===== config.mk =====
export PLATFORM = sky130hd
export DESIGN_NAME = bpaio_port
export DESIGN_NICKNAME = d
export VERILOG_FILES = /design/src/bpaio_pkg.sv /design/src/bpaio_port.sv
export SDC_FILE = /design/constraint.sdc
export NUM_CORES = 1
export LEC_CHECK = 0
export ABC_CLOCK_PERIOD_IN_PS = 3030
export CAP_MARGIN = 5
export CORE_MARGIN = 2
export CORE_UTILIZATION = 60
export DETAILED_ROUTE_END_ITERATION = 10
export DONT_BUFFER_PORTS = 1
export GPL_ROUTABILITY_DRIVEN = 1
export PLACE_DENSITY = 0.76
export SLEW_MARGIN = 20
export SYNTH_ARGS = -nofsm -noshare
export SYNTH_HDL_FRONTEND = slang
export SYNTH_SLANG_ARGS = --single-unit

===== constraint.sdc =====
create_clock -name clock -period 3.03 [get_ports clock]
set_clock_uncertainty 0.2 [all_clocks]
set_input_delay 0.303 -clock clock [delete_from_list [all_inputs] [get_ports clock]]
set_output_delay 0.303 -clock clock [all_outputs]
set_load 0.05 [all_outputs]

===== src/bpaio_pkg.sv =====
// Package: constants and carriers for the bidirectional port A block
//-----------------------------------------------------------------------
//-----------------------------------------------------------------------
package bpaio_pkg;

   //--------------------------------------------------------------------
   // Register map
   //--------------------------------------------------------------------
   localparam int ADDR_W = 5;                          // Byte address
   localparam logic [4:0] OFS_PIN_LEVEL = 5'h00;       // Pin levels
   localparam logic [4:0] OFS_OUT_LATCH = 5'h04;       // Output latch
   localparam logic [4:0] OFS_PIN_DIR = 5'h08;         // Direction
   localparam logic [4:0] OFS_ANA_SEL = 5'h0C;         // Analog select
   localparam logic [4:0] OFS_PIN_SET = 5'h10;         // Modify: set
   localparam logic [4:0] OFS_PIN_CLR = 5'h14;         // Modify: clear

   //--------------------------------------------------------------------
   // Field layouts and reset values
   //--------------------------------------------------------------------
   localparam logic [7:0] DIR_RESET = 8'hFF;           // All inputs
   localparam logic [7:0] DIR_FORCED = 8'h08;          // Pin three
   localparam logic [7:0] LAT_RESET = 8'h00;           // Latch clear
   localparam logic [7:0] ANA_MASK = 8'h2F;            // Bits 5, 3..0
   localparam logic [7:0] ANA_RESET = 8'h2F;           // Analog mode
   localparam logic [7:0] BYTE_ZERO = 8'h00;           // Filler
   localparam logic [23:0] PAD_ZERO = 24'h00_0000;     // Upper lanes
   localparam logic [1:0] RESP_OKAY = 2'h0;            // AXI okay
   localparam logic [1:0] RESP_SLVERR = 2'h2;          // AXI error

   //--------------------------------------------------------------------
   // Bus carriers
   //--------------------------------------------------------------------
   typedef struct packed {
      logic awvalid;             // Write address valid
      logic [4:0] awaddr;        // Write address
      logic wvalid;              // Write data valid
      logic [31:0] wdata;        // Write data
      logic [3:0] wstrb;         // Byte enables
      logic bready;              // Response ready
      logic arvalid;             // Read address valid
      logic [4:0] araddr;        // Read address
      logic rready;              // Read data ready
   } bpaio_axi_req_t;

   typedef struct packed {
      logic awready;             // Write address ready
      logic wready;              // Write data ready
      logic bvalid;              // Response valid
      logic [1:0] bresp;         // Response code
      logic arready;             // Read address ready
      logic rvalid;              // Read data valid
      logic [31:0] rdata;        // Read data
      logic [1:0] rresp;         // Read response
   } bpaio_axi_rsp_t;

   // Output functions competing for one pin, high then low priority
   typedef struct packed {
      logic [7:0] hiEn;          // High-priority function enables
      logic [7:0] hiData;        // High-priority function data
      logic [7:0] loEn;          // Low-priority function enables
      logic [7:0] loData;        // Low-priority function data
   } bpaio_periph_t;

endpackage : bpaio_pkg


===== src/bpaio_port.sv =====
// Module: eight-bit port A with AXI4-Lite register access
`timescale 1ns/1ns

module bpaio_port
(
   input wire logic clock,                      // 25 MHz system clock
   input wire logic rstn,                       // Async reset, low
   input wire bpaio_pkg::bpaio_axi_req_t axiReq, // Bus requests
   output bpaio_pkg::bpaio_axi_rsp_t axiRsp,    // Bus answers
   input wire bpaio_pkg::bpaio_periph_t periph, // Peripheral outputs
   input wire logic [7:0] pinIn,                // Pin levels
   output logic [7:0] pinOut,                   // Pin drive values
   output logic [7:0] pinOe,                    // Pin drive enables
   output logic [7:0] digitalIn                 // Digital input buffer
);

   //--------------------------------------------------------------------
   // State
   //--------------------------------------------------------------------
   typedef struct packed {
      logic awHeld;              // Write address captured
      logic [4:0] awAddr;        // Captured write address
      logic wHeld;               // Write data captured
      logic [7:0] wData;         // Captured low byte
      logic wLane0;              // Low byte enabled
      logic awready;             // Address ready
      logic wready;              // Data ready
      logic bvalid;              // Response pending
      logic [1:0] bresp;         // Response code
      logic arready;             // Read address ready
      logic rvalid;              // Read data pending
      logic [7:0] rdata;         // Read byte
      logic [1:0] rresp;         // Read code
      logic [7:0] dir;           // Direction bits
      logic [7:0] lat;           // Output latch
      logic [7:0] ana;           // Analog select
      logic [7:0] sync1;         // First synchroniser stage
      logic [7:0] sync2;         // Second synchroniser stage
      logic [7:0] pinOut;        // Registered drive values
      logic [7:0] pinOe;         // Registered drive enables
      logic [7:0] digIn;         // Registered digital input
   } bpaio_state_t;

   bpaio_state_t st_ff;          // Current state
   bpaio_state_t nxt_st;         // Next state

   logic [7:0] pinRead;          // Digital view of the pins
   logic [7:0] outSel;           // Value chosen for each pin

   //--------------------------------------------------------------------
   // Address decoding
   //--------------------------------------------------------------------
   // Hit test shared by the read and write decoders
   function automatic logic addrHit
   (
      input logic [4:0] addr,
      input logic [4:0] ofs
   );
      addrHit = (addr == ofs);
   endfunction : addrHit

   // Mapped check shared by both decoders
   function automatic logic addrMapped
   (
      input logic [4:0] addr
   );
      addrMapped = addrHit(addr, bpaio_pkg::OFS_PIN_LEVEL)
         | addrHit(addr, bpaio_pkg::OFS_OUT_LATCH)
         | addrHit(addr, bpaio_pkg::OFS_PIN_DIR)
         | addrHit(addr, bpaio_pkg::OFS_ANA_SEL)
         | addrHit(addr, bpaio_pkg::OFS_PIN_SET)
         | addrHit(addr, bpaio_pkg::OFS_PIN_CLR);
   endfunction : addrMapped

   //--------------------------------------------------------------------
   // Pin paths
   //--------------------------------------------------------------------
   // Analog pins lose their input buffer and read zero
   assign pinRead = st_ff.sync2 & ~st_ff.ana;

   // Per-pin output priority: high function, low function, then latch
   genvar gi;
   generate
      for (gi = 0; gi < 8; gi++)
      begin : gPinMux
         always_comb
         begin
            if (periph.hiEn[gi])
            begin
               // Highest priority function owns the pin
               outSel[gi] = periph.hiData[gi];
            end
            else if (periph.loEn[gi])
            begin
               // Next function down
               outSel[gi] = periph.loData[gi];
            end
            else
            begin
               // General-purpose latch last
               outSel[gi] = st_ff.lat[gi];
            end
         end
      end
   endgenerate

   //--------------------------------------------------------------------
   // Next-state logic
   //--------------------------------------------------------------------
   // Bus slave, register updates and pin drive in one pass
   always_comb
   begin
      logic doWrite;
      logic doRead;
      logic [7:0] wByte;
      doWrite = 1'b0;
      doRead = 1'b0;
      wByte = bpaio_pkg::BYTE_ZERO;
      nxt_st = st_ff;

      // Two-stage synchroniser on the pins
      nxt_st.sync1 = pinIn;
      nxt_st.sync2 = st_ff.sync1;

      // Capture write address when offered
      if (st_ff.awready && axiReq.awvalid)
      begin
         nxt_st.awHeld = 1'b1;
         nxt_st.awAddr = axiReq.awaddr;
      end

      // Capture write data when offered, in either order
      if (st_ff.wready && axiReq.wvalid)
      begin
         nxt_st.wHeld = 1'b1;
         nxt_st.wData = axiReq.wdata[7:0];
         nxt_st.wLane0 = axiReq.wstrb[0];
      end

      // Both halves held and no answer pending: perform the write
      if (st_ff.awHeld && st_ff.wHeld && !st_ff.bvalid)
      begin
         doWrite = 1'b1;
         nxt_st.awHeld = 1'b0;
         nxt_st.wHeld = 1'b0;
         nxt_st.bvalid = 1'b1;
         nxt_st.bresp = addrMapped(st_ff.awAddr) ?
            bpaio_pkg::RESP_OKAY : bpaio_pkg::RESP_SLVERR;
      end

      // Response retired by the master
      if (st_ff.bvalid && axiReq.bready)
      begin
         nxt_st.bvalid = 1'b0;
      end

      // Ready only while that half is free and nothing is answered
      nxt_st.awready = !nxt_st.awHeld && !nxt_st.bvalid;
      nxt_st.wready = !nxt_st.wHeld && !nxt_st.bvalid;

      // Register writes; only the low byte lane carries data
      wByte = st_ff.wData;
      if (doWrite && st_ff.wLane0)
      begin
         if (addrHit(st_ff.awAddr, bpaio_pkg::OFS_PIN_LEVEL)
            || addrHit(st_ff.awAddr, bpaio_pkg::OFS_OUT_LATCH))
         begin
            // Both addresses land in the latch alike
            nxt_st.lat = wByte;
         end
         else if (addrHit(st_ff.awAddr, bpaio_pkg::OFS_PIN_SET))
         begin
            // Pins read, bits set, result into the latch; an
            // analog pin reads zero here and loses its latch bit
            nxt_st.lat = pinRead | wByte;
         end
         else if (addrHit(st_ff.awAddr, bpaio_pkg::OFS_PIN_CLR))
         begin
            // Pins read, bits cleared, result into the latch
            nxt_st.lat = pinRead & ~wByte;
         end
         else if (addrHit(st_ff.awAddr, bpaio_pkg::OFS_PIN_DIR))
         begin
            // Pin three stays an input whatever is written
            nxt_st.dir = wByte | bpaio_pkg::DIR_FORCED;
         end
         else if (addrHit(st_ff.awAddr, bpaio_pkg::OFS_ANA_SEL))
         begin
            // Unimplemented select bits stay zero
            nxt_st.ana = wByte & bpaio_pkg::ANA_MASK;
         end
      end

      // Read channel: one read at a time
      if (st_ff.arready && axiReq.arvalid)
      begin
         doRead = 1'b1;
         nxt_st.rvalid = 1'b1;
         nxt_st.rresp = addrMapped(axiReq.araddr) ?
            bpaio_pkg::RESP_OKAY : bpaio_pkg::RESP_SLVERR;
         if (addrHit(axiReq.araddr, bpaio_pkg::OFS_PIN_LEVEL))
         begin
            // Actual pin levels, analog pins as zero
            nxt_st.rdata = pinRead;
         end
         else if (addrHit(axiReq.araddr, bpaio_pkg::OFS_OUT_LATCH))
         begin
            // Stored latch contents
            nxt_st.rdata = st_ff.lat;
         end
         else if (addrHit(axiReq.araddr, bpaio_pkg::OFS_PIN_DIR))
         begin
            nxt_st.rdata = st_ff.dir;
         end
         else if (addrHit(axiReq.araddr, bpaio_pkg::OFS_ANA_SEL))
         begin
            nxt_st.rdata = st_ff.ana;
         end
         else
         begin
            // Modify registers and holes read as zero
            nxt_st.rdata = bpaio_pkg::BYTE_ZERO;
         end
      end
      else if (st_ff.rvalid && axiReq.rready)
      begin
         nxt_st.rvalid = 1'b0;
      end
      nxt_st.arready = !nxt_st.rvalid && !doRead;

      // Drivers follow direction only; analog select is ignored so an
      // analog pin with direction clear still drives
      nxt_st.pinOe = ~nxt_st.dir;
      nxt_st.pinOut = outSel;

      // Digital input offered to peripherals, buffer off when analog;
      // fed from the second stage only, so no flop but the second
      // synchroniser stage ever samples the first
      nxt_st.digIn = st_ff.sync2 & ~nxt_st.ana;
   end

   //--------------------------------------------------------------------
   // State register
   //--------------------------------------------------------------------
   // Reset puts every pin in input mode and pins 5 and 3..0 in analog mode
   always_ff @(posedge clock or negedge rstn)
   begin
      if (!rstn)
      begin
         st_ff <= '0;
         st_ff.dir <= bpaio_pkg::DIR_RESET;
         st_ff.lat <= bpaio_pkg::LAT_RESET;
         st_ff.ana <= bpaio_pkg::ANA_RESET;
         st_ff.digIn <= bpaio_pkg::BYTE_ZERO;
      end
      else
      begin
         st_ff <= nxt_st;
      end
   end

   //--------------------------------------------------------------------
   // Outputs, all from flip-flops
   //--------------------------------------------------------------------
   assign axiRsp.awready = st_ff.awready;
   assign axiRsp.wready = st_ff.wready;
   assign axiRsp.bvalid = st_ff.bvalid;
   assign axiRsp.bresp = st_ff.bresp;
   assign axiRsp.arready = st_ff.arready;
   assign axiRsp.rvalid = st_ff.rvalid;
   assign axiRsp.rdata = {bpaio_pkg::PAD_ZERO, st_ff.rdata};
   assign axiRsp.rresp = st_ff.rresp;
   assign pinOut = st_ff.pinOut;
   assign pinOe = st_ff.pinOe;
   assign digitalIn = st_ff.digIn;

endmodule : bpaio_port


# After elaboration in Yosys (flattened, before gate mapping)
# Index checks and enable logic that the tools add are counted.
[totals]
elab_cells = 116
output_inout_bits = 65
register_bits = 97
[op_classes]
n_bitwise = 18
n_reduce_logical = 22
n_eq_ne = 10
n_mux = 45
[ops]
columns = ["op", "n"]
rows = [
  ["8-bit two-way mux", 16],
  ["8-bit inverter", 4],
  ["8-bit AND", 3],
  ["24-bit two-way mux", 1],
  ["1-bit two-way mux", 23],
  ["5-bit by 4-bit == test with 1-bit output (second input constant)", 4],
  ["5-bit == test (second input constant)", 4],
  ["1-bit logical AND", 11],
  ["5-bit by 3-bit == test with 1-bit output (second input constant)", 2],
  ["5-bit zero test", 2],
  ["10-bit two-way mux", 1],
  ["1-bit OR", 10],
  ["8-bit OR", 1],
  ["1-bit zero test", 6],
  ["6-bit two-way mux", 1],
  ["2-bit two-way mux", 2],
  ["3-bit two-way mux", 1],
  ["3-bit nonzero test", 1],
  ["2-bit AND reduction", 1],
  ["1-bit logical OR", 1],
]

# Depth between registers and ports, before layout
[logic_depth]
ltp_word = 11
mapped_depth = 6
mapped_depth_nobuf = 3

# Worst setup path before layout
# OpenSTA, ideal clock, no wires.
[synth_timing]
path_type = "reg-to-reg"
startpoint = "register st_ff[92] (netlist bit)"
endpoint = "register st_ff[55] (netlist bit)"
synth_period_minus_slack_ns = 1.791
path_stages_with_launch = 5
arrival_time_ns = 1.466
path_slack_ns = 1.239
path_cell_list = "dfrtp_1 or4_1 buf_2 a22o_1 mux2_2"
[synth_between]
elab_chain_cells = 4
word_cells_on_any_way = 9
classes_between = "eq/ne: 3; mux: 2; reduce/logical: 4"
[synth_rtl]
columns = ["item", "line_no", "source"]
rows = [
  ["start: declaration", "bpaio_port.sv:44", "bpaio_state_t st_ff;"],
  ["start signal: assignment", "bpaio_port.sv:258", "st_ff <= nxt_st;"],
  ["5-bit by 3-bit == test with 1-bit output / 5-bit zero test (equally long branches)", "bpaio_port.sv:59", "addrHit = (addr == ofs);"],
  ["1-bit logical OR", "bpaio_port.sv:166", "|| addrHit(st_ff.awAddr, bpaio_pkg::OFS_OUT_LATCH))"],
  ["3-bit nonzero test (no source line)", "n/a", ""],
  ["2-bit AND reduction (no source line)", "n/a", ""],
]
# Parallel ways exist; a longest one is shown, timed or not.
# A chain may end at the register's enable or synchronous reset.

# Worst setup path in the final report
[layout_timing]
startpoint = "register st_ff, in the netlist axiRsp[35]"
endpoint = "register st_ff, in the netlist axiRsp[9]"
[layout_between]
elab_chain_cells = 1
[layout_rtl]
columns = ["item", "line_no", "source"]
rows = [
  ["1-bit logical AND", "bpaio_port.sv:195", "if (st_ff.arready && axiReq.arvalid)"],
]
# No other way between the ends.

==> summary.md <==
| Metric | Value |
|---|---|
| H-tree Lvls | `3` |
| Clk slew on worst S/H paths | `0.09 ns` |
| Layout cells sized above 1 | `20.27%` |
| Clk root buf | `clkbuf_8` |
| Total track usage | `21.87%` |
| CP Launch Point | `axiRsp[35]` |
| Core area | `0.007137 mm2` |
| HP Class | `in -> reg` |
| DRT Wirelength | `8235 um` |
| GRT overflow | `0` |
| CP max-delay cell | `dfrtp_1` |
| Routed vias | `2589` |
| RSZ-0062 raised after global routing | `false` |
| Slowest stage delay, CP | `0.66 ns` |
| Mapped Cells | `353` |
| Max Slew Vio Count | `0` |
| Worst Slack Setup Final | `0.7023 ns` |
| Die ar. | `0.007987 mm2` |
| Worst rel slew slack | `61.84%` |
| Clock Sinks | `95` |
| CTS tree | `yes` |
| Cell family with most CP delay | `buffers and inverters` |
| Register bit total from synthesis | `95` |
| GPL Wtd Cong | `0.8027` |
| Post-cts resize count | `0` |
| Nets | `458` |
| Layout area overhead | `9.413%` |
| CP Data Arrival Time | `2.42 ns` |
| Iteration-0 DRC count of the detailed router | `212` |
| Pwr Density | `802.5 mW/mm2` |
| Final min period | `2.328 ns` |
| Row count | `31` |
| Die height | `89.37 um` |
| FILL cells | `564` |
| Critical path capture point type | `register` |
| Initial antenna violation count | `0` |
| Worst path bufs/invs | `2` |
| Die X | `89.37 um` |
| Largest net degree at the start of global routing | `96` |
| Final setup viols | `0` |
| Data required time of the worst path | `3.12 ns` |
| Final hold violation count | `0` |
| Pin slew with the least headroom to its limit | `0.5710 ns` |
| DRC errors left | `0` |
| Post-DP HPWL | `5264 um` |
| Synth Area per Inst | `12.39 um2` |
| Reg2Reg Capture Point | `axiRsp[9]` |
| Post-synthesis cell area | `0.004373 mm2` |
| Status | `complete, no violations` |
| Min Hold Slack | `0.02215 ns` |
| Pre-CTS WS | `0.7421 ns` |
| Tcrit/Tclk final | `76.82%` |
| N_diodes | `0` |
| Crit path depth | `5` |
| Clk buf depth | `2` |
| Number of detailed-route iterations in the first pass | `4` |
| Maximum VDD drop | `0.6075 mV` |
| Vias in the first global route | `2557` |
| Clk_lat worst skew | `0.35 ns` |
| Leak | `2.089 nW` |
| # port buffers | `0` |
| Reg2Reg Depth | `5` |
| Critical path launch point type | `register` |
| Netlist cell types | `41` |
| Critical Path Fanout Max | `12` |
| R2R Setup Slk | `0.70 ns` |
| # IOs | `158` |
| Reg-to-reg startpoint | `axiRsp[35]` |
| Multi-input gate area | `0.001508 mm2` |
| CP Cell Sequence | `nand2_1, buf_4, nor4_1, dlygate4sd3_1, a22o_1` |
| Seq/Total Area, Yosys | `54.74%` |
| Synthesis warning total | `0` |
| Fmax | `0.4296 GHz` |
| Vias per cell | `5.520` |
| DR WL/cell | `17.56 um` |
| Number of CTS-inserted buffers | `9` |
| Initial Util | `61.27%` |
| Setup Crit Path Kind | `reg -> reg` |
| Setup Buffers After CTS | `0` |
| Setup TNS | `0 ns` |
| Register Area | `0.002394 mm2` |
| Max-cap violations | `0` |
| First-pass GRT wire length | `12890 um` |
| Critical path endpoint | `axiRsp[9]` |
| Post-route ant nets | `0` |
[through the flow]
step           std cells  power [W]  cell area (um2)  utilization, %
2_1_floorplan        378   0.002893             4467               -
3_3_place_gp         403   0.002873             4059           56.87
3_5_place_dp         403   0.002917             4059           56.87
4_1_cts              469   0.003868             4785           67.04
5_1_grt              469   0.004047             4785           67.04
6_report             469   0.003840             4785           67.04
[layout make-up]
| type | count | area share (%) |
|---|---|---|
| inverters | 3 | 0.2354 |
| clock buffers | 11 | 3.164 |
| well taps | 99 | 2.589 |
| multi-input cells | 203 | 31.51 |
| repair buffers | 53 | 11.30 |
| flip-flops and latches | 95 | 50.03 |
| clock inverters | 5 | 1.177 |
[timing repair]
action / CTS / global route
hold buffers: 50 / 0
setup endpoints to repair: 0 / 0
endpoints found under the hold margin: 140 / 0
[how the worst min path moves through the flow]
stage	from	to	slack, ns	cells past startpoint
2_1_floorplan	rstn	axiRsp[1]	-0.19	0
3_3_place_gp	rstn	nxt_st[26]	-0.19	0
3_5_place_dp	rstn	axiRsp[39]	-0.19	0
4_1_cts	axiReq[3]	axiRsp[4]	0.001	3
5_1_grt	axiReq[4]	axiRsp[8]	0.03	3
6_report	axiReq[4]	axiRsp[6]	0.02	3
[logic make-up (layout without fill, tap and decap cells)]
logic type	after synthesis	count (layout)	synth area share [%]
flip-flops	95	95	54.74
other	1	26	0.08575
multiplexers	56	56	14.28
AND/OR/NAND/NOR	74	74	10.30
AO/OA/AOI/OAI	47	47	7.668
buffers and inverters	80	72	12.93
[worst register-to-register path: stages, from the launching register on]
cell and delay (ns):
dfrtp_1 0.66, nand2_1 0.13, buf_4 0.20, nor4_1 0.34, dlygate4sd3_1 0.62, a22o_1 0.11
[layer usage]
metal	routed length, um	part of all wire, %	vias to the layer above	GRT usage [%]
met1	3560	43	1272	29.44
met5	0	0	-	0
li1	-	-	1178	-
met3	797	9.7	9	7.018
met2	3807	46	130	33.33
met4	70	0.85	0	8.277
[report_power, final]
| part | total, W | switching, W | internal [W] |
|---|---|---|---|
| logic | 0.000785 | 0.000366 | 0.000419 |
| registers | 0.00220 | 0.000600 | 0.00160 |
| clock network | 0.000856 | 0.000431 | 0.000425 |
[synthesized netlist by cell type (all sizes together)]
cell / instances / area share [%]
conb: 1 / 0.086
a21boi: 3 / 0.51
inv: 2 / 0.17
dfstp: 13 / 7.8
nor3: 6 / 0.69
a32oi: 6 / 1.2
buf: 71 / 12
mux2: 38 / 9.9
and4b: 1 / 0.23
o21a: 1 / 0.17
a22o: 9 / 1.8
nor3b: 15 / 2.8
o21ai: 10 / 1.1
clkbuf: 6 / 0.54
or2: 2 / 0.29
nand2b: 2 / 0.29
mux4: 1 / 0.51
nor4: 2 / 0.29
and3b: 2 / 0.40
nor2: 7 / 0.60
nor2b: 14 / 2.0
a2111oi: 1 / 0.20
nand4: 1 / 0.29
nand2: 15 / 1.3
and2: 3 / 0.43
clkinv: 1 / 0.086
o41ai: 6 / 1.2
a211oi: 1 / 0.17
mux2i: 17 / 3.9
dfrtp: 82 / 47
or4: 3 / 0.51
a32o: 1 / 0.23
nand3b: 1 / 0.17
a21oi: 9 / 1.0
[placed cells by master (no fill, tap or decap), types with 2 or more instances in the layout]
cell type      count
o21ai_0           10
inv_1              2
clkinv_2           2
dlygate4sd3_1     49
o41ai_1            6
a32oi_1            6
mux2_2            37
clkbuf_8          11
nor2b_1           14
buf_4              3
mux2i_1           17
nand2_1           15
conb_1            26
dfstp_2           13
or4_1              3
a21oi_1            9
and2_1             3
a22o_1             9
a21boi_0           3
nor3_1             6
nand2b_1           2
nor4_1             2
nor3b_1           14
nor2_1             7
dfrtp_1           82
and3b_1            2
[sequential cells by signal (all words and copies together), names as in the netlist]
signal     count
st_ff         48
axiRsp        15
digitalIn      8
nxt_st         8
pinOe          8
pinOut         8
Power figures use the tool's default switching activity.
